--- src/design/ssq_pkg.sv ---
// Purpose: Shared constants and types of the safety switch sequencer
// Assumes: 125 MHz system clock, AXI4-Lite register access
// Notes: Times are kept in their own unit, cycle counts derived from them

package ssq_pkg;

   // ************************************************************
   // Clock and timing
   // ************************************************************
   localparam int CLK_HZ = 125000000;
   localparam int MS_PER_S = 1000;
   localparam int MS_CYCLES = CLK_HZ / MS_PER_S;
   localparam int SELFTEST_S = 5;
   localparam int LEARN_S = 30;
   localparam int READY_MIN = 3;
   localparam int SELFTEST_MS = SELFTEST_S * MS_PER_S;
   localparam int LEARN_MS = LEARN_S * MS_PER_S;
   localparam int READY_MS = READY_MIN * 60 * MS_PER_S;
   localparam int FAST_HZ = 5;
   localparam int SLOW_HZ = 1;
   localparam int FAST_PERIOD_MS = MS_PER_S / FAST_HZ;
   localparam int SLOW_PERIOD_MS = MS_PER_S / SLOW_HZ;
   localparam int SHORT_MS = 200;
   localparam int LONG_MS = 1000;

   // ************************************************************
   // Register map
   // ************************************************************
   localparam logic [7:0] CTRL_ADDR = 8'h00;
   localparam logic [7:0] STATUS_ADDR = 8'h04;
   localparam logic [7:0] CODE_ADDR = 8'h08;
   localparam logic [7:0] BLOCKED_ADDR = 8'h0c;
   localparam int CTRL_VARIANT_LSB = 0;
   localparam int CTRL_MANUAL_BIT = 2;
   localparam logic [2:0] CTRL_RESET = 3'h0;
   localparam logic [1:0] RESP_OKAY = 2'h0;
   localparam logic [1:0] RESP_SLVERR = 2'h2;

   // ************************************************************
   // Coding variants and states
   // ************************************************************
   localparam logic [1:0] VAR_OPEN = 2'h0;
   localparam logic [1:0] VAR_ONCE = 2'h1;
   localparam logic [1:0] VAR_REWRITE = 2'h2;

   typedef enum logic [8:0] {
      ST_SELFTEST = 9'h001,
      ST_OPEN = 9'h002,
      ST_WAIT = 9'h004,
      ST_CLOSED = 9'h008,
      ST_READY = 9'h010,
      ST_LEARN = 9'h020,
      ST_OK = 9'h040,
      ST_FAIL = 9'h080,
      ST_FAULT = 9'h100
   } ssq_state_e;

endpackage

--- src/design/ssq_top.sv ---
// Purpose: Startup, pairing and normal-mode sequencer of a safety switch
// Assumes: Paired codes kept in an external nonvolatile store
// Notes: Contract
// Contract
// RULE_01: After supply, about 5 s self-test with lamp blinking green at 5 Hz.
// RULE_02: Open-coding variant enters normal mode straight after self-test.
// RULE_03: Both safety outputs stay off throughout pairing.
// RULE_04: Pairing is allowed only with no fault present.
// RULE_05: Learn window unlimited when never paired, about 3 min on re-pairing.
// RULE_06: Ready to learn shows two green blinks then long off.
// RULE_07: Actuator arriving starts pairing, lamp short off, long green.
// RULE_08: Pairing succeeds only after about 30 s continuous presence.
// RULE_09: Permanent variant pairs exactly once, refuses any further actuator.
// RULE_10: Rewritable variant pairs repeatedly, only last paired actuator valid.
// RULE_11: New pairing stores previous code as blocked, refused next time.
// RULE_12: Further pairing unblocks older code, blocks replaced one, one blocked only.
// RULE_13: Actuator leaving before 30 s is rejected, old pairing kept.
// RULE_14: Success shows short red alternating with long green.
// RULE_15: Failure, blocked actuator included, shows long red with short green.
// RULE_16: Supply must be cycled after pairing, normal mode after self-test.
// RULE_17: Normal mode with guard open shows short green, long off.
// RULE_18: Automatic start goes straight to closed, lamp steady green.
// RULE_19: Manual start waits after closing, lamp blinking at 1 Hz.
// RULE_20: Start accepted only on button press then release, then steady green.
// RULE_21: Rewritable variant with open guard at power-up goes ready to learn.
// RULE_22: Waiting for start keeps safety outputs off, signal output on.
// RULE_23: All durations come from clock-derived counters, pattern lengths parameters.
// RULE_24: Paired code, blocked code and paired flag live in nonvolatile storage.
//
// Added by the designer: the AXI4-Lite register port and the placing of the registers.

`timescale 1ns/1ps

module ssq_top #(
   parameter int CODE_W = 16,
   parameter int MS_CYCLES = ssq_pkg::MS_CYCLES,
   parameter int SELFTEST_MS = ssq_pkg::SELFTEST_MS,
   parameter int LEARN_MS = ssq_pkg::LEARN_MS,
   parameter int READY_MS = ssq_pkg::READY_MS,
   parameter int SHORT_MS = ssq_pkg::SHORT_MS,
   parameter int LONG_MS = ssq_pkg::LONG_MS
) (
   input wire logic aclk,
   input wire logic aresetn,
   input wire logic [7:0] s_axi_awaddr,
   input wire logic s_axi_awvalid,
   output logic s_axi_awready,
   input wire logic [31:0] s_axi_wdata,
   input wire logic [3:0] s_axi_wstrb,
   input wire logic s_axi_wvalid,
   output logic s_axi_wready,
   output logic [1:0] s_axi_bresp,
   output logic s_axi_bvalid,
   input wire logic s_axi_bready,
   input wire logic [7:0] s_axi_araddr,
   input wire logic s_axi_arvalid,
   output logic s_axi_arready,
   output logic [31:0] s_axi_rdata,
   output logic [1:0] s_axi_rresp,
   output logic s_axi_rvalid,
   input wire logic s_axi_rready,
   input wire logic actuator_present,
   input wire logic [CODE_W-1:0] actuator_code,
   input wire logic reset_button,
   input wire logic fault_in,
   input wire logic nv_paired,
   input wire logic [CODE_W-1:0] nv_code,
   input wire logic nv_blocked_valid,
   input wire logic [CODE_W-1:0] nv_blocked_code,
   output logic nv_we,
   output logic [CODE_W-1:0] nv_wr_code,
   output logic nv_wr_blocked_valid,
   output logic [CODE_W-1:0] nv_wr_blocked_code,
   output logic state_lamp,
   output logic fault_lamp,
   output logic safety_out_a,
   output logic safety_out_b,
   output logic signal_output
);
   import ssq_pkg::*;

   // ************************************************************
   // State
   // ************************************************************
   typedef struct packed {
      ssq_state_e st;
      logic [16:0] tick;
      logic [17:0] ms;
      logic [11:0] pat;
      logic [2:0] act_sync;
      logic act_deb;
      logic [2:0] btn_sync;
      logic btn_deb;
      logic btn_armed;
      logic limited;
      logic paired;
      logic [CODE_W-1:0] code;
      logic blk_valid;
      logic [CODE_W-1:0] blk_code;
      logic [CODE_W-1:0] cand;
      logic [2:0] ctrl;
      logic nv_we;
      logic [CODE_W-1:0] nv_code;
      logic nv_blk_valid;
      logic [CODE_W-1:0] nv_blk_code;
      logic state_lamp;
      logic fault_lamp;
      logic safe_on;
      logic signal_on;
      logic aw_got;
      logic w_got;
      logic [7:0] waddr;
      logic [31:0] wdata;
      logic [3:0] wstrb;
      logic awready;
      logic wready;
      logic bvalid;
      logic [1:0] bresp;
      logic arready;
      logic rvalid;
      logic [31:0] rdata;
      logic [1:0] rresp;
   } ssq_regs_s;

   ssq_regs_s s_r;
   ssq_regs_s s_nxt;

   // ************************************************************
   // Helpers
   // ************************************************************
   function automatic logic [11:0] pat_period(input ssq_state_e st);
      case (st)
         ST_SELFTEST: pat_period = 12'(FAST_PERIOD_MS);
         ST_WAIT: pat_period = 12'(SLOW_PERIOD_MS);
         ST_READY: pat_period = 12'(4 * SHORT_MS + LONG_MS);
         default: pat_period = 12'(SHORT_MS + LONG_MS);
      endcase
   endfunction

   function automatic logic in_win(input logic [11:0] ph, input int lo, input int hi);
      in_win = (ph >= 12'(lo)) && (ph < 12'(hi));
   endfunction

   logic ms_pulse;
   logic guard;
   logic [1:0] variant;
   logic manual;
   ssq_state_e go;
   logic [31:0] rd_val;
   logic rd_ok;

   // ************************************************************
   // Next state
   // ************************************************************
   always_comb begin
      s_nxt = s_r;
      variant = s_r.ctrl[CTRL_VARIANT_LSB +: 2];
      manual = s_r.ctrl[CTRL_MANUAL_BIT];
      go = s_r.st;
      rd_val = 32'h0;
      rd_ok = 1'b1;
      s_nxt.nv_we = 1'b0;

      // Input synchronisers, change taken once last two stages agree
      s_nxt.act_sync = {s_r.act_sync[1:0], actuator_present};
      s_nxt.btn_sync = {s_r.btn_sync[1:0], reset_button};
      if (s_r.act_sync[1] == s_r.act_sync[2]) begin
         s_nxt.act_deb = s_r.act_sync[2];
      end
      if (s_r.btn_sync[1] == s_r.btn_sync[2]) begin
         s_nxt.btn_deb = s_r.btn_sync[2];
      end

      // Millisecond base
      ms_pulse = (s_r.tick == 17'(MS_CYCLES - 1)); // see RULE_23
      s_nxt.tick = ms_pulse ? 17'h0 : s_r.tick + 17'h1;
      if (ms_pulse && (s_r.ms != 18'h3ffff)) begin
         s_nxt.ms = s_r.ms + 18'h1;
      end
      if (ms_pulse) begin
         s_nxt.pat = (s_r.pat + 12'h1 >= pat_period(s_r.st)) ? 12'h0 : s_r.pat + 12'h1;
      end

      guard = s_r.act_deb && ((variant == VAR_OPEN) || (actuator_code == s_r.code));

      case (s_r.st)
         ST_SELFTEST: begin
            s_nxt.paired = nv_paired; // see RULE_24
            s_nxt.code = nv_code;
            s_nxt.blk_valid = nv_blocked_valid;
            s_nxt.blk_code = nv_blocked_code;
            if (s_r.ms >= 18'(SELFTEST_MS)) begin // see RULE_01
               if (variant == VAR_OPEN) begin
                  go = guard ? (manual ? ST_WAIT : ST_CLOSED) : ST_OPEN; // see RULE_02
               end else if (!s_r.paired || ((variant == VAR_REWRITE) && !s_r.act_deb)) begin // see RULE_09
                  go = ST_READY; // see RULE_21
               end else begin
                  go = guard ? (manual ? ST_WAIT : ST_CLOSED) : ST_OPEN; // see RULE_16
               end
               s_nxt.limited = s_r.paired; // see RULE_05
            end
         end
         ST_READY: begin
            if (s_r.limited && (s_r.ms >= 18'(READY_MS))) begin // see RULE_05
               go = ST_OPEN;
            end else if (s_r.act_deb) begin
               s_nxt.cand = actuator_code;
               if ((variant == VAR_REWRITE) && s_r.blk_valid && (actuator_code == s_r.blk_code)) begin
                  go = ST_FAIL; // see RULE_11
               end else begin
                  go = ST_LEARN; // see RULE_07
               end
            end
         end
         ST_LEARN: begin
            if (!s_r.act_deb || (actuator_code != s_r.cand)) begin
               go = ST_FAIL; // see RULE_13
            end else if (s_r.ms >= 18'(LEARN_MS)) begin // see RULE_08
               go = ST_OK;
               s_nxt.nv_we = 1'b1; // see RULE_24
               s_nxt.nv_code = s_r.cand; // see RULE_10
               s_nxt.nv_blk_valid = s_r.paired && (variant == VAR_REWRITE); // see RULE_12
               s_nxt.nv_blk_code = s_r.code; // see RULE_11
            end
         end
         ST_OPEN: begin
            if (guard) begin
               go = manual ? ST_WAIT : ST_CLOSED; // see RULE_18
            end
         end
         ST_WAIT: begin
            if (!guard) begin
               go = ST_OPEN;
            end else if (s_r.btn_deb && !s_nxt.btn_deb && s_r.btn_armed) begin
               go = ST_CLOSED; // see RULE_20
            end else if (!s_r.btn_deb && s_nxt.btn_deb) begin
               s_nxt.btn_armed = 1'b1;
            end
         end
         ST_CLOSED: begin
            if (!guard) begin
               go = ST_OPEN;
            end
         end
         default: begin
            go = s_r.st; // see RULE_16
         end
      endcase

      if (fault_in && (s_r.st != ST_FAULT)) begin
         go = ST_FAULT; // see RULE_04
      end
      if (go != s_r.st) begin
         s_nxt.st = go;
         s_nxt.ms = 18'h0;
         s_nxt.pat = 12'h0;
         s_nxt.btn_armed = 1'b0;
      end

      // Lamps and outputs
      s_nxt.fault_lamp = 1'b0;
      s_nxt.state_lamp = 1'b0;
      case (go)
         ST_SELFTEST: s_nxt.state_lamp = in_win(s_nxt.pat, 0, FAST_PERIOD_MS / 2); // see RULE_01
         ST_OPEN: s_nxt.state_lamp = in_win(s_nxt.pat, 0, SHORT_MS); // see RULE_17
         ST_WAIT: s_nxt.state_lamp = in_win(s_nxt.pat, 0, SLOW_PERIOD_MS / 2); // see RULE_19
         ST_CLOSED: s_nxt.state_lamp = 1'b1; // see RULE_18
         ST_READY: begin
            s_nxt.state_lamp = in_win(s_nxt.pat, 0, SHORT_MS)
               || in_win(s_nxt.pat, 2 * SHORT_MS, 3 * SHORT_MS); // see RULE_06
         end
         ST_LEARN: s_nxt.state_lamp = !in_win(s_nxt.pat, 0, SHORT_MS); // see RULE_07
         ST_OK: begin
            s_nxt.fault_lamp = in_win(s_nxt.pat, 0, SHORT_MS); // see RULE_14
            s_nxt.state_lamp = !in_win(s_nxt.pat, 0, SHORT_MS);
         end
         ST_FAIL: begin
            s_nxt.fault_lamp = in_win(s_nxt.pat, 0, LONG_MS); // see RULE_15
            s_nxt.state_lamp = !in_win(s_nxt.pat, 0, LONG_MS);
         end
         default: s_nxt.fault_lamp = 1'b1;
      endcase
      s_nxt.safe_on = (go == ST_CLOSED); // see RULE_03
      s_nxt.signal_on = (go == ST_OPEN) || (go == ST_WAIT) || (go == ST_READY) || (go == ST_LEARN)
         || (go == ST_OK) || (go == ST_FAIL); // see RULE_22

      // ************************************************************
      // AXI4-Lite write
      // ************************************************************
      if (s_axi_awvalid && s_r.awready) begin
         s_nxt.aw_got = 1'b1;
         s_nxt.waddr = s_axi_awaddr;
         s_nxt.awready = 1'b0;
      end
      if (s_axi_wvalid && s_r.wready) begin
         s_nxt.w_got = 1'b1;
         s_nxt.wdata = s_axi_wdata;
         s_nxt.wstrb = s_axi_wstrb;
         s_nxt.wready = 1'b0;
      end
      if (s_r.aw_got && s_r.w_got && !s_r.bvalid) begin
         s_nxt.bvalid = 1'b1;
         s_nxt.bresp = RESP_OKAY;
         if (s_r.waddr == CTRL_ADDR) begin
            if (s_r.wstrb[0]) begin
               s_nxt.ctrl = s_r.wdata[2:0];
            end
         end else if ((s_r.waddr == STATUS_ADDR) || (s_r.waddr == CODE_ADDR) || (s_r.waddr == BLOCKED_ADDR)) begin
            s_nxt.bresp = RESP_OKAY;
         end else begin
            s_nxt.bresp = RESP_SLVERR;
         end
      end
      if (s_r.bvalid && s_axi_bready) begin
         s_nxt.bvalid = 1'b0;
         s_nxt.aw_got = 1'b0;
         s_nxt.w_got = 1'b0;
         s_nxt.awready = 1'b1;
         s_nxt.wready = 1'b1;
      end

      // ************************************************************
      // AXI4-Lite read
      // ************************************************************
      if (s_axi_araddr == CTRL_ADDR) begin
         rd_val = {29'h0, s_r.ctrl};
      end else if (s_axi_araddr == STATUS_ADDR) begin
         rd_val = {16'h0, s_r.blk_valid, s_r.paired, s_r.safe_on, s_r.signal_on, 3'h0, 9'(s_r.st)};
      end else if (s_axi_araddr == CODE_ADDR) begin
         rd_val = 32'(s_r.code);
      end else if (s_axi_araddr == BLOCKED_ADDR) begin
         rd_val = 32'(s_r.blk_code);
      end else begin
         rd_ok = 1'b0;
      end
      if (s_axi_arvalid && s_r.arready) begin
         s_nxt.arready = 1'b0;
         s_nxt.rvalid = 1'b1;
         s_nxt.rdata = rd_val;
         s_nxt.rresp = rd_ok ? RESP_OKAY : RESP_SLVERR;
      end
      if (s_r.rvalid && s_axi_rready) begin
         s_nxt.rvalid = 1'b0;
         s_nxt.arready = 1'b1;
      end
   end

   // ************************************************************
   // Registers
   // ************************************************************
   always_ff @(posedge aclk) begin
      if (!aresetn) begin
         s_r <= '0;
         s_r.st <= ST_SELFTEST;
         s_r.ctrl <= CTRL_RESET;
         s_r.awready <= 1'b1;
         s_r.wready <= 1'b1;
         s_r.arready <= 1'b1;
      end else begin
         s_r <= s_nxt;
      end
   end

   // ************************************************************
   // Outputs
   // ************************************************************
   assign s_axi_awready = s_r.awready;
   assign s_axi_wready = s_r.wready;
   assign s_axi_bvalid = s_r.bvalid;
   assign s_axi_bresp = s_r.bresp;
   assign s_axi_arready = s_r.arready;
   assign s_axi_rvalid = s_r.rvalid;
   assign s_axi_rdata = s_r.rdata;
   assign s_axi_rresp = s_r.rresp;
   assign nv_we = s_r.nv_we;
   assign nv_wr_code = s_r.nv_code;
   assign nv_wr_blocked_valid = s_r.nv_blk_valid;
   assign nv_wr_blocked_code = s_r.nv_blk_code;
   assign state_lamp = s_r.state_lamp;
   assign fault_lamp = s_r.fault_lamp;
   assign safety_out_a = s_r.safe_on; // see RULE_03
   assign safety_out_b = s_r.safe_on; // see RULE_22
   assign signal_output = s_r.signal_on;

endmodule

--- config.mk ---
export PLATFORM = sky130hd
export DESIGN_NAME = ssq_top
export DESIGN_NICKNAME = d
export VERILOG_FILES = /design/src/design/ssq_pkg.sv /design/src/design/ssq_top.sv
export SDC_FILE = /design/constraint.sdc
export NUM_CORES = 1
export LEC_CHECK = 0
export ABC_AREA = 1
export BUFFER_PORTS_ARGS = -buffer_cell sky130_fd_sc_hd__buf_2
export CAP_MARGIN = 20
export CORE_UTILIZATION = 30
export DETAILED_ROUTE_END_ITERATION = 12
export SLEW_MARGIN = 10
export SYNTH_ARGS = -nofsm -noshare
export SYNTH_HDL_FRONTEND = slang
export SYNTH_SLANG_ARGS = --single-unit
export TNS_END_PERCENT = 1
--- constraint.sdc ---
create_clock -name aclk -period 2.93 [get_ports aclk]
set_input_delay 0.293 -clock aclk [delete_from_list [all_inputs] [get_ports aclk]]
set_output_delay 0.293 -clock aclk [all_outputs]
set_load 0.02 [all_outputs]
After elaboration in Yosys (flattened, before gate mapping):

Cells that the tools add are included.
W data, S select, Z words.

* flip-flop bits (word level): 212
* memory bits (writable): 0
* memories: 0
* bits of input ports: 112
* memory bits (read-only): 0
* latch bits: 0
* word-level logic and storage cells: 178

* $add $sub $neg: 3
* eq/ne operators: 30
* reductions and logical operators: 56
* bitwise gates (word level): 5
* magnitude comparators: 11
* $mul: 0
* multiplexer cells: 36
* shifts and indexed selects: 0
* divide/modulo/power cells: 0

Operators with widths (number)
* $mux W9: 13
* $mux W16: 4
* $pmux W9 S6: 1
* $mux W12: 4
* $mux W34: 1
* $pmux W11 S3: 1
* $eq A16 B16 Y1: 2
* $eq A8 B4 Y1 const B: 4
* $lt A12 B10 Y1 const B: 2
* $logic_and A1 B1 Y1: 23
* $add A18 B1 Y18 const B: 1
* $eq A9 B1 Y1 const B: 2
* $eq A9 B2 Y1 const B: 2
* $eq A9 B3 Y1 const B: 2
* $eq A9 B4 Y1 const B: 2
* $eq A9 B5 Y1 const B: 2
* $eq A9 B6 Y1 const B: 2
* $ge A18 B13 Y1 const B: 1
* $ge A18 B15 Y1 const B: 1
* $ge A18 B18 Y1 const B: 1
* $ne A18 B18 Y1 const B: 1
* $add A17 B1 Y17 const B: 1
* $eq A17 B17 Y1 const B: 1
* $eq A8 B3 Y1 const B: 2
* other kinds (31): 65

Depth between registers and ports, before layout:

Gate-level depths: netlist (run 1).

* word-level depth: 15
* gate-level depth with buffers: 30
* gate-level depth less buffers: 29

Worst setup path before layout (run 1):

Ideal clock, no wire load.

* path kind: register -> register
* from: reg s_r[243] (netlist name)
* to: reg s_r, in the netlist state_lamp
* data required time: 2813 ps
* buffers on the path: 2
* cell stages (with the launch flop): 27
* path slack: -296 ps
* arrival: 3109 ps
* setup time: 117 ps
* path through: dfxtp_1 -> buf_4 -> clkinv_4 -> nand3_1 -> nor2_2 -> nand2_4 -> inv_2 -> buf_2 -> nor2_1 -> nand2_1 -> ha_1 -> a31oi_1 -> o21ai_0 -> nand3_1 -> nand2_1 -> a21oi_4 -> nand2_1 -> o21ai_0 -> inv_1 -> nor3_2 -> nand2_1 -> nand2_1 -> nand2_1 -> inv_1 -> nand2_1 -> nor2_1 -> a21oi_1

* longest elaborated chain between the ends: 11
* elaborated cells on any way between the ends: 51
* those cells by class: order compare: 8; eq/ne: 16; mux: 17; reduce/logical: 10

Ends and longest elaborated chain
* start: declaration: line ssq_top.sv:125 `ssq_regs_s s_r;`
* start signal: assignment: line ssq_top.sv:360 `s_r <= s_nxt;`
* $eq A9 B5 Y1, or another cell as far along: line ssq_top.sv:132, ssq_top.sv:186
* $pmux W11 S3: line ssq_top.sv:132 `case (st)`
* $mux W12: line ssq_top.sv:180 `if (ms_pulse) begin`
* $ge A12 B12 Y1: line ssq_top.sv:181 `s_nxt.pat = (s_r.pat + 12'h1 >= pat_period(s_r.st)) ? 12'h0 : s_r.pat + 12'h1;`
* $mux W12: line ssq_top.sv:181
* $mux W12: line ssq_top.sv:180
* $mux W12: line ssq_top.sv:253 `if (go != s_r.st) begin`
* $ge A12 B1 Y1, or another cell as far along: line ssq_top.sv:141 `in_win = (ph >= 12'(lo)) && (ph < 12'(hi));`
* $logic_and A1 B1 Y1: line ssq_top.sv:141
* $logic_not A1 Y1, or another cell as far along: line ssq_top.sv:279 `s_nxt.state_lamp = !in_win(s_nxt.pat, 0, LONG_MS);`
* $pmux W1 S7 (*): line ssq_top.sv:263 `case (go)`

Mark *: on every way between the ends. The rest lies on a longest branch, timed or not. The select of a mux whose other input is x is not followed.
A chain may end at the register's enable or synchronous reset.

Worst setup path after layout (run 1):

* from: reg s_r[188] (netlist name)
* to: reg s_r, in the netlist state_lamp

* longest elaborated chain between the ends: 9
* elaborated cells on any way between the ends: 21
* those cells by class: add/sub: 1; order compare: 8; mux: 4; reduce/logical: 8

Ends and longest elaborated chain (line)
* $add A12 B1 Y12: ssq_top.sv:181
* $ge A12 B12 Y1: ssq_top.sv:181
* $mux W12: ssq_top.sv:181
* $mux W12 (*): ssq_top.sv:180
* $mux W12 (*): ssq_top.sv:253
* $ge A12 B1 Y1, or another cell as far along: ssq_top.sv:141
* $logic_and A1 B1 Y1: ssq_top.sv:141
* $logic_not A1 Y1, or another cell as far along: ssq_top.sv:279
* $pmux W1 S7 (*): ssq_top.sv:263

Mark *: on every way between the ends. The rest lies on a longest branch, timed or not.

==> flow_summary_export.csv, run 1 <==
group,metric,value,unit
detailed_routing,drt_iter0_markers,689,
placed_design,dp_slack,-0.387,ns
layout,drive_above_1_share,29.6,%
yosys,netlist_area,10600,sq um
sta,final.setup.tns,-0.409,ns
yosys,synthTopCellsByArea,"dfxtp_1 (37%), nand2_1 (12%), nor2_1 (8.1%), inv_1 (6.4%), a21oi_1 (5.4%)",
die,rows,68,
die,die_h,190,um
yosys,syn_inst,1568,
global_routing,overflow,0,
placed_design,placed_cells,2290,
sta,period_minus_slack,3.14,ns
yosys,syn_area_per_cell,6.73,sq um
critical_path,required,3.26,ns
die,die_w,190,um
detailed_routing,via_count,10900,
clock_tree,clkTransAtPathRegs,0.07,ns
sta,slew_viol_final,0,
clock_tree,clock_path_buffers,2,
yosys,yosysMostFrequentCell,"nand2_1",
clock_tree,clock-root-buffer,"clkbuf_16",
power,finalPower,7.35,mW
clock_tree,numClockSinks,194,
yosys,synth_fa_ha_area_share,1.54,%
placed_design,gp_congestion,0.927,
yosys,synth_seq_area_share,36.8,%
sta,finalCritPeriodShare,107,%
status,outcome,"finished, violations left",
sta,worstMarginPinSlew,0.793,ns
yosys,synthDistinctLibCells,55,
sta,relSlewSlack,47.2,%
layout,layout.cells.non_filler,2338,
yosys,synth_edf_count,0,
global_routing,antenna_found_initial,0,
yosys,synth_warnings,0,
die,io_pins,192,
detailed_routing,wl_per_cell,14.1,um
global_routing,grt_pass1_vias,10500,
detailed_routing,drtAntennaViolNets,0,
clock_tree,htreeDepth,4,
layout,syn2layout_area_growth,33.4,%
min_path,hp-class,"input pin to flop",
yosys,yosys.area_share.simple,30.7,%
yosys,synth.area.mux_share,0,%
placed_design,place_area,13000,sq um
layout,nets,1994,
power,p_leak,6.33,nW
detailed_routing,vias_per_cell,4.67,
clock_tree,clk_latency,0.45,ns
placed_design,port_buffers,141,
sta,whs,0.0312,ns
critical_path,cpMostUsedCell,"nor2_1",
sta,fin_worst_skew,0.0122,ns
die,initial_core_util,30.6,%
global_routing,grt_pass1_wl,52.5,mm
power,power_density,522,nW/um^2
die,die-area,35900,sq um
global_routing,track_usage,18.4,%
detailed_routing,drc_errors,0,
critical_path,worst-endpoint-arrival,3.47,ns
critical_path,cp_slowest_cell,"dfxtp_4",
sta,setup_violations,2,
detailed_routing,first_pass_iters,6,
yosys,yosys-top-cells-count,"nand2_1 (329), nor2_1 (229), dfxtp_1 (194)",
sta,fmax,319,MHz
global_routing,grt_max_degree,80,
critical_path,crit_type,"flop to flop",
detailed_routing,finalWirelength,33.0,mm
critical_path,endpoint_kind,"flop",
sta,rsz0062_at_grt,"yes",
yosys,synth_top_area_share,36.8,%
flow_run,cap_violations,0,
clock_tree,hold_buffers,0,
placed_design,dp_hpwl,25.2,mm
clock_tree,cts_tree,"done",
yosys,synth_xor_xnor_area_share,2.07,%
yosys,async_flop_share,0,%
sta,setup_slack,-0.206,ns
critical_path,cpPeakStageDelay,0.37,ns
sta,hold_violations,0,
die,core_area,34500,sq um
critical_path,critPathTopFamily,"simple AND/OR/NAND/NOR gates",
yosys,ys_seq_elements,194,
critical_path,worstPathMaxFanout,5,
clock_tree,cts_made_buffers,17,
yosys,yosys.area.top_type,"dfxtp_1",
layout,final_util,40.8,%
yosys,synth_top_family_by_area,"simple AND/OR/NAND/NOR gates",
power,ir_drop,0.000429,V
yosys,synth_flop_cell,"dfxtp_1",
layout,fin_area,14100,sq um
yosys,synth_compound_area_share,15.0,%
status,violations,"setup timing",
critical_path,cp-start-kind,"flop",
critical_path,crit_buf_inv,2,
==> worst min-delay path, stage by stage <==
cell and delay, ns:
buf_2 0.07, nand2_1 0.04, inv_1 0.04
==> routing by layer <==
layer | vias up | GRT usage (%) | wire length [um]
li1 | 5588 | - | -
met1 | 5017 | 24.0 | 15200
met2 | 266 | 31.0 | 15500
met3 | 47 | 2.79 | 1510
met4 | 0 | 6.20 | 836
met5 | - | 0 | 0
==> placed cells by master, fill, tap and decap left out, types with 21 or more instances in the layout <==
master	n
a211oi_1	31
a21oi_1	107
buf_2	141
buf_4	233
dfxtp_1	182
inv_1	171
inv_2	21
nand2_1	313
nand3_1	60
nand4_1	25
nor2_1	219
nor3_1	22
o21ai_0	87
==> registers in the layout, indices dropped and copies added (netlist names) <==
signal,cells
s_nxt,4
s_axi_bvalid,1
s_r,128
s_axi_rdata,16
nv_wr_blocked_code,16
s_axi_bresp,1
fault_lamp,1
state_lamp,1
nv_wr_code,16
s_axi_rresp,1
signal_output,1
s_axi_rvalid,1
safety_out_a,1
nv_wr_blocked_valid,1
s_axi_arready,1
s_axi_wready,1
nv_we,1
manual,1
s_axi_awready,1
==> worst paths after layout <==
| check | slack (ns) | end | cells past startpoint | from |
|---|---|---|---|---|
| hold / removal | 0.03 | s_nxt[186] | 3 | actuator_present |
| hold reg to reg | 0.41 | s_r[183] | 2 | s_nxt[183] |
| setup reg to reg | -0.21 | state_lamp | 25 | s_r[188] |
| setup / recovery | -0.21 | state_lamp | 25 | s_r[188] |
==> timing repair <==
item,4_1_cts,5_1_grt
pin swaps,30,22
endpoints found under the setup margin,29,31
gates cloned,0,0
endpoints found under the hold margin,0,0
buffers inserted,9,6
resized for setup,61,38
==> cell families (layout without fill, tap and decap cells) <==
kind of cell,count (synthesis),in the layout
AOI/OAI and AO/OA,277,277
xor gates and xnor gates,25,25
adders and majority gates,13,13
buffers and inverters,315,612
DFF,194,194
other,1,19
and+or+nand+nor,743,743
==> layout make-up <==
| cell class | count | area, sq um |
|---|---|---|
| Inverter | 200 | 787 |
| Tap cell | 455 | 569 |
| Timing Repair Buffer | 380 | 2540 |
| Clock buffer | 19 | 443 |
| Clock inverter | 13 | 163 |
| Multi-Input combinational cell | 1076 | 5670 |
| Antenna cell | 1 | 2.50 |
| Sequential cell | 194 | 3910 |
| Fill cell | 3680 | 20500 |
==> power by group <==
part           switching (mW)  internal [mW]
registers               0.113           2.81
logic                    1.15          0.831
clock network            1.14           1.31
Power figures use the tool's default switching activity.
==> run 2, diff against run 1 <==
--- a/config.mk
+++ b/config.mk
@@ -10,6 +10,7 @@
 export CAP_MARGIN = 20
 export CORE_UTILIZATION = 30
 export DETAILED_ROUTE_END_ITERATION = 12
+export RECOVER_POWER = 25
 export SLEW_MARGIN = 10
 export SYNTH_ARGS = -nofsm -noshare
 export SYNTH_HDL_FRONTEND = slang
==> constraint.sdc (replaced) <==
create_clock -name aclk -period 2.96 [get_ports aclk]
set_input_delay 0.296 -clock aclk [delete_from_list [all_inputs] [get_ports aclk]]
set_output_delay 0.296 -clock aclk [all_outputs]
set_load 0.02 [all_outputs]
==> run 2 against run 1 <==
Compared with the run above:
- the flow still finishes with violations (setup timing)
- power decreased by 2.7%
- sequential cell count unchanged
- final cell count is 1.2% lower
- combinational power fell by 9%
- worst hold slack lost 0.0014 ns
- design area fell by 3.4%
- global-route usage fell by 0.28 points
- first-iteration DRC count is 12% lower
- via count is 2.1% lower
- critical endpoint unchanged
- largest cell class unchanged
- largest power group unchanged
- highest routed layer unchanged
==> flow_summary_export.csv, run 2 (synthesis results as in run 1) <==
group,metric,value,unit
layout,regMostFlops,"s_r",
global_routing,grt_pass1_vias,10100,
placed_design,dp_hpwl,25.1,mm
layout,syn2layout_area_growth,28.9,%
placed_design,placed_cells,2271,
detailed_routing,vias_per_cell,4.63,
sta,setup_slack,-0.191,ns
clock_tree,htreeDepth,4,
sta,rsz0062_at_grt,"yes",
critical_path,crit_buf_inv,2,
placed_design,place_area,12800,sq um
sta,setup_violations,7,
clock_tree,clk_latency,0.45,ns
global_routing,track_usage,18.2,%
critical_path,critPathTopFamily,"simple AND/OR/NAND/NOR gates",
layout,nFillCells,3627,
die,die_h,190,um
status,outcome,"finished, violations left",
detailed_routing,drt_iter0_markers,603,
global_routing,grt_pass1_wl,51.7,mm
die,initial_core_util,30.6,%
global_routing,grt_max_degree,80,
critical_path,worstPathMaxFanout,7,
critical_path,cpMostUsedCell,"nand2_1",
detailed_routing,wl_per_cell,14.0,um
clock_tree,cts_tree,"done",
detailed_routing,drc_errors,0,
status,violations,"setup timing",
detailed_routing,finalWirelength,32.4,mm
power,finalPower,7.15,mW
layout,layout.cells.non_filler,2310,
flow_run,cap_violations,0,
sta,period_minus_slack,3.15,ns
sta,slew_viol_final,0,
critical_path,r2r_slack,-0.19,ns
power,power_density,525,nW/um^2
sta,fin_worst_skew,0.0154,ns
placed_design,port_buffers,141,
placed_design,gp_congestion,0.910,
critical_path,cp-start-kind,"flop",
layout,seq_area,3900,sq um
sta,hold_violations,0,
sta,fmax,317,MHz
sta,final.setup.tns,-0.413,ns
layout,final_common_cell,"nand2_1",
sta,finalCritPeriodShare,106,%
detailed_routing,via_count,10700,
power,p_leak,6.02,nW
detailed_routing,first_pass_iters,5,
die,core_area,34500,sq um
critical_path,worst-endpoint-arrival,3.49,ns
clock_tree,numClockSinks,194,
power,ir_drop,0.000463,V
detailed_routing,drtAntennaViolNets,0,
die,rows,68,
critical_path,cp_slowest_cell,"dfxtp_4",
layout,fin_area,13600,sq um
clock_tree,cts_made_buffers,17,
global_routing,overflow,0,
sta,relSlewSlack,41.4,%
layout,nets,1965,
layout,drive_above_1_share,24.3,%
die,die_w,190,um
clock_tree,clock-root-buffer,"clkbuf_16",
critical_path,required,3.30,ns
critical_path,cpPeakStageDelay,0.39,ns
layout,largest_reg_flops,128,
layout,multi_input_area,5490,sq um
layout,final_cell_mix,"nand2_1 (322), nor2_1 (223), buf_4 (206), dfxtp_1 (184), inv_1 (178)",
critical_path,endpoint_kind,"flop",
die,io_pins,192,
min_path,hp-class,"input pin to flop",
sta,worstMarginPinSlew,0.878,ns
die,die-area,35900,sq um
clock_tree,clkTransAtPathRegs,0.07,ns
global_routing,antenna_found_initial,0,
critical_path,crit_type,"flop to flop",
critical_path,path_cells,"nand2_4 -> nor2_4 -> nand3_4 -> nor2_4 -> xnor2_2 -> inv_2 -> ha_4 -> a21oi_2 -> o21a_1 -> o21ai_1 -> nand3_1 -> nand2_2 -> a21oi_4 -> nand2_4 -> o21ai_4 -> inv_1 -> a21oi_1 -> nand4_1 -> nand2_1 -> nand2_1 -> nor2_1 -> nand2_1 -> nor2_1 -> a21oi_1",
clock_tree,clock_path_buffers,2,
run 2: cell count changes in the layout (fill, tap and decap cells not counted), sizes merged:
cell / delta
clkinv: +3
bufinv: -1
diode: +1
clkbuf: +38
buf: -68
inv: -1
run 2: routing by layer:
metal | routed length, um | part of all wire (%) | vias to the layer above | global-route usage [%]
met5 | 0 | 0 | - | 0
met4 | 375 | 1.2 | 0 | 4.16
met3 | 1550 | 4.8 | 21 | 2.60
met2 | 15200 | 47 | 251 | 31.2
met1 | 15300 | 47 | 4881 | 23.9
li1 | - | - | 5541 | -
run 2: area by class of cell:
class	instances	share of cell area [%]
sequential	194	28.7
antenna	2	0.0368
clock inverter	14	1.27
tap	455	4.18
clock buffer	18	3.23
inverter	200	5.64
timing repair buffer	351	16.6
multi-input combinational	1076	40.4
run 2: power by group:
| group | internal (mW) | switching (mW) |
|---|---|---|
| clock | 1.30 | 1.14 |
| sequential | 2.78 | 0.113 |
| combinational | 0.734 | 1.08 |
run 2: worst paths after layout:
kind	from	to	cells after the start
setup / recovery	s_r[188]	state_lamp	24
hold / removal	actuator_present	s_nxt[186]	3
setup reg to reg	s_r[188]	state_lamp	24
hold reg to reg	s_nxt[186]	s_nxt[187]	2
run 2: stage by stage:
step / worst slack, ns / utilization [%] / hold slack, ns
5_1_grt: -0.469 / 39.4 / 0.0486
2_1_floorplan: 0.00456 / - / 0.390
3_5_place_dp: -0.263 / 37.1 / 0.400
4_1_cts: -0.237 / 39.2 / 0.0185
3_3_place_gp: -0.221 / 37.1 / 0.394
6_report: -0.191 / 39.4 / 0.0298
run 2: worst register-to-register path: stages (launching register included):
cell and delay (ns):
dfxtp_4 0.39, nand2_4 0.06, nor2_4 0.14, nand3_4 0.11, nor2_4 0.15, xnor2_2 0.15, inv_2 0.07, ha_4 0.22
a21oi_2 0.11, o21a_1 0.12, o21ai_1 0.06, nand3_1 0.08, nand2_2 0.07, a21oi_4 0.25, nand2_4 0.13, o21ai_4 0.19
inv_1 0.06, a21oi_1 0.16, nand4_1 0.12, nand2_1 0.08, nand2_1 0.05, nor2_1 0.08, nand2_1 0.06, nor2_1 0.08
a21oi_1 0.06
run 2: repair_timing:
action / 4_1_cts / 5_1_grt
endpoints found under the setup margin: 29 / 34
pin swaps: 22 / 24
buffers inserted: 3 / 2
hold buffers: 0 / 0
gates resized for setup: 29 / 19
==> run 3, diff against run 2 <==
--- a/config.mk
+++ b/config.mk
@@ -10,7 +10,9 @@
 export CAP_MARGIN = 20
 export CORE_UTILIZATION = 30
 export DETAILED_ROUTE_END_ITERATION = 12
+export HOLD_SLACK_MARGIN = 0.15
 export RECOVER_POWER = 25
+export SKIP_LAST_GASP = 1
 export SLEW_MARGIN = 10
 export SYNTH_ARGS = -nofsm -noshare
 export SYNTH_HDL_FRONTEND = slang
==> run 3 against run 2 <==
Compared with the run above:
- worst hold slack better by 0.14 ns
- power about the same
- sequential share of layout area down 0.63 points
- wire length up 0.26%
- critical path depth unchanged
- the run still ends with setup timing left
- critical path type unchanged
- core utilization up 0.88 points
- clock-buffer cell count unchanged
- clock skew about the same
- fmax down 0.43%
- final cell count up 1.5%
==> flow_summary_export.csv, run 3 (synthesis results as in run 1) <==
group,metric,value,unit
critical_path,crit_buf_inv,2,
placed_design,placed_cells,2271,
critical_path,cp-start-kind,"flop",
layout,syn2layout_area_growth,31.8,%
power,power_density,514,nW/um^2
critical_path,worst-endpoint-arrival,3.50,ns
detailed_routing,via_count,10900,
layout,nets,2000,
sta,worstMarginPinSlew,0.848,ns
detailed_routing,finalWirelength,32.5,mm
global_routing,grt_pass1_wl,52.0,mm
die,initial_core_util,30.6,%
critical_path,cpPeakStageDelay,0.39,ns
critical_path,worstPathMaxFanout,7,
sta,hold_violations,0,
critical_path,endpoint_kind,"flop",
sta,rsz0062_at_grt,"yes",
sta,fin_worst_skew,0.0152,ns
die,die_h,190,um
clock_tree,cts_made_buffers,17,
global_routing,overflow,0,
placed_design,port_buffers,141,
clock_tree,cts_tree,"done",
die,die-area,35900,sq um
layout,final_cell_mix,"nand2_1 (323), nor2_1 (224), buf_4 (207), dfxtp_1 (184), inv_1 (178)",
global_routing,track_usage,18.2,%
sta,period_minus_slack,3.16,ns
detailed_routing,first_pass_iters,5,
global_routing,use_met1,23.9,%
layout,regMostFlops,"s_r",
detailed_routing,drtAntennaViolNets,0,
die,io_pins,192,
critical_path,cp_slowest_cell,"dfxtp_4",
power,finalPower,7.15,mW
sta,setup_violations,21,
layout,drive_above_1_share,23.5,%
layout,largest_reg_flops,128,
clock_tree,clock_path_buffers,2,
critical_path,cpMostUsedCell,"nand2_1",
clock_tree,clk_latency,0.45,ns
global_routing,grt_max_degree,80,
clock_tree,clkTransAtPathRegs,0.07,ns
placed_design,gp_congestion,0.910,
detailed_routing,vias_per_cell,4.64,
die,core_area,34500,sq um
detailed_routing,wl_per_cell,13.9,um
status,violations,"setup timing",
layout,final_util,40.3,%
status,outcome,"finished, violations left",
sta,finalCritPeriodShare,107,%
sta,final.setup.tns,-1.22,ns
global_routing,grt_pass1_vias,10200,
sta,relSlewSlack,43.5,%
critical_path,path_cells,"nand2_4 -> nor2_4 -> nand3_4 -> nor2_4 -> xnor2_2 -> inv_2 -> ha_4 -> a21oi_2 -> o21a_1 -> o21ai_1 -> nand3_1 -> nand2_2 -> a21oi_4 -> nand2_4 -> o21ai_4 -> inv_1 -> a21oi_1 -> nand4_1 -> nand2_1 -> nand2_1 -> nor2_1 -> nand2_1 -> nor2_1 -> a21oi_1",
sta,slew_viol_final,0,
flow_run,cap_violations,0,
die,rows,68,
clock_tree,numClockSinks,194,
global_routing,use_met2,31.4,%
clock_tree,htreeDepth,4,
global_routing,top_usage_layer,"met2",
critical_path,crit_type,"flop to flop",
layout,fin_area,13900,sq um
power,p_leak,6.16,nW
layout,final_common_cell,"nand2_1",
placed_design,dp_hpwl,25.1,mm
sta,setup_slack,-0.204,ns
layout,layout.cells.non_filler,2344,
placed_design,dp_slack,-0.263,ns
global_routing,grtUsageMet3,2.56,%
placed_design,place_area,12800,sq um
min_path,hp-class,"input pin to flop",
sta,whs,0.168,ns
clock_tree,clock-root-buffer,"clkbuf_16",
sta,fmax,316,MHz
critical_path,critPathTopFamily,"simple AND/OR/NAND/NOR gates",
detailed_routing,drt_iter0_markers,617,
global_routing,antenna_found_initial,0,
detailed_routing,drc_errors,0,
critical_path,required,3.30,ns
power,ir_drop,0.000463,V
die,die_w,190,um
-- run 3: worst reg2reg max path, stage by stage, from the launching register on --
cell and delay, ns:
dfxtp_4 0.39, nand2_4 0.06, nor2_4 0.14, nand3_4 0.11, nor2_4 0.15, xnor2_2 0.15, inv_2 0.07, ha_4 0.23
a21oi_2 0.11, o21a_1 0.12, o21ai_1 0.06, nand3_1 0.08, nand2_2 0.07, a21oi_4 0.25, nand2_4 0.14, o21ai_4 0.20
inv_1 0.06, a21oi_1 0.16, nand4_1 0.12, nand2_1 0.08, nand2_1 0.05, nor2_1 0.08, nand2_1 0.06, nor2_1 0.08
a21oi_1 0.07
-- run 3: final timing paths --
path                            startpoint         end  slack, ns  depth (start not counted)
worst max-delay path              s_r[188]  state_lamp      -0.20                         24
worst min-delay path            nv_code[0]    s_r[161]       0.17                          3
worst max register to register    s_r[188]  state_lamp      -0.20                         24
worst min register to register  s_nxt[186]  s_nxt[187]       0.41                          2
-- run 3: cell type report --
cell class | count | area (sq um)
antenna | 1 | 2.50
clock buffer | 18 | 439
clock inverter | 14 | 173
fill | 3610 | 20600
inverter | 200 | 766
multi-input combinational | 1076 | 5460
sequential | 194 | 3900
tap | 455 | 569
timing repair buffer | 386 | 2610
-- run 3: what timing repair did --
| action | 4_1_cts | 5_1_grt |
|---|---|---|
| resized for setup | 27 | 10 |
| endpoints found under the setup margin | 29 | 34 |
| setup buffers | 3 | 2 |
| pin swaps | 22 | 20 |
| hold buffers | 35 | 0 |
| endpoints found under the hold margin | 37 | 0 |
-- run 3: power by group --
| part | total [mW] | internal, mW | switching [mW] |
|---|---|---|---|
| clock network | 2.43 | 1.30 | 1.14 |
| logic | 1.82 | 0.750 | 1.07 |
| registers | 2.89 | 2.78 | 0.114 |
| total | 7.15 | 4.83 | 2.32 |
-- run 3: layer usage --
metal  up-vias  wire length [um]
met5         -                 0
met4         0               404
met3        26              1560
met2       253             15300
met1      4999             15200
li1       5605                 -
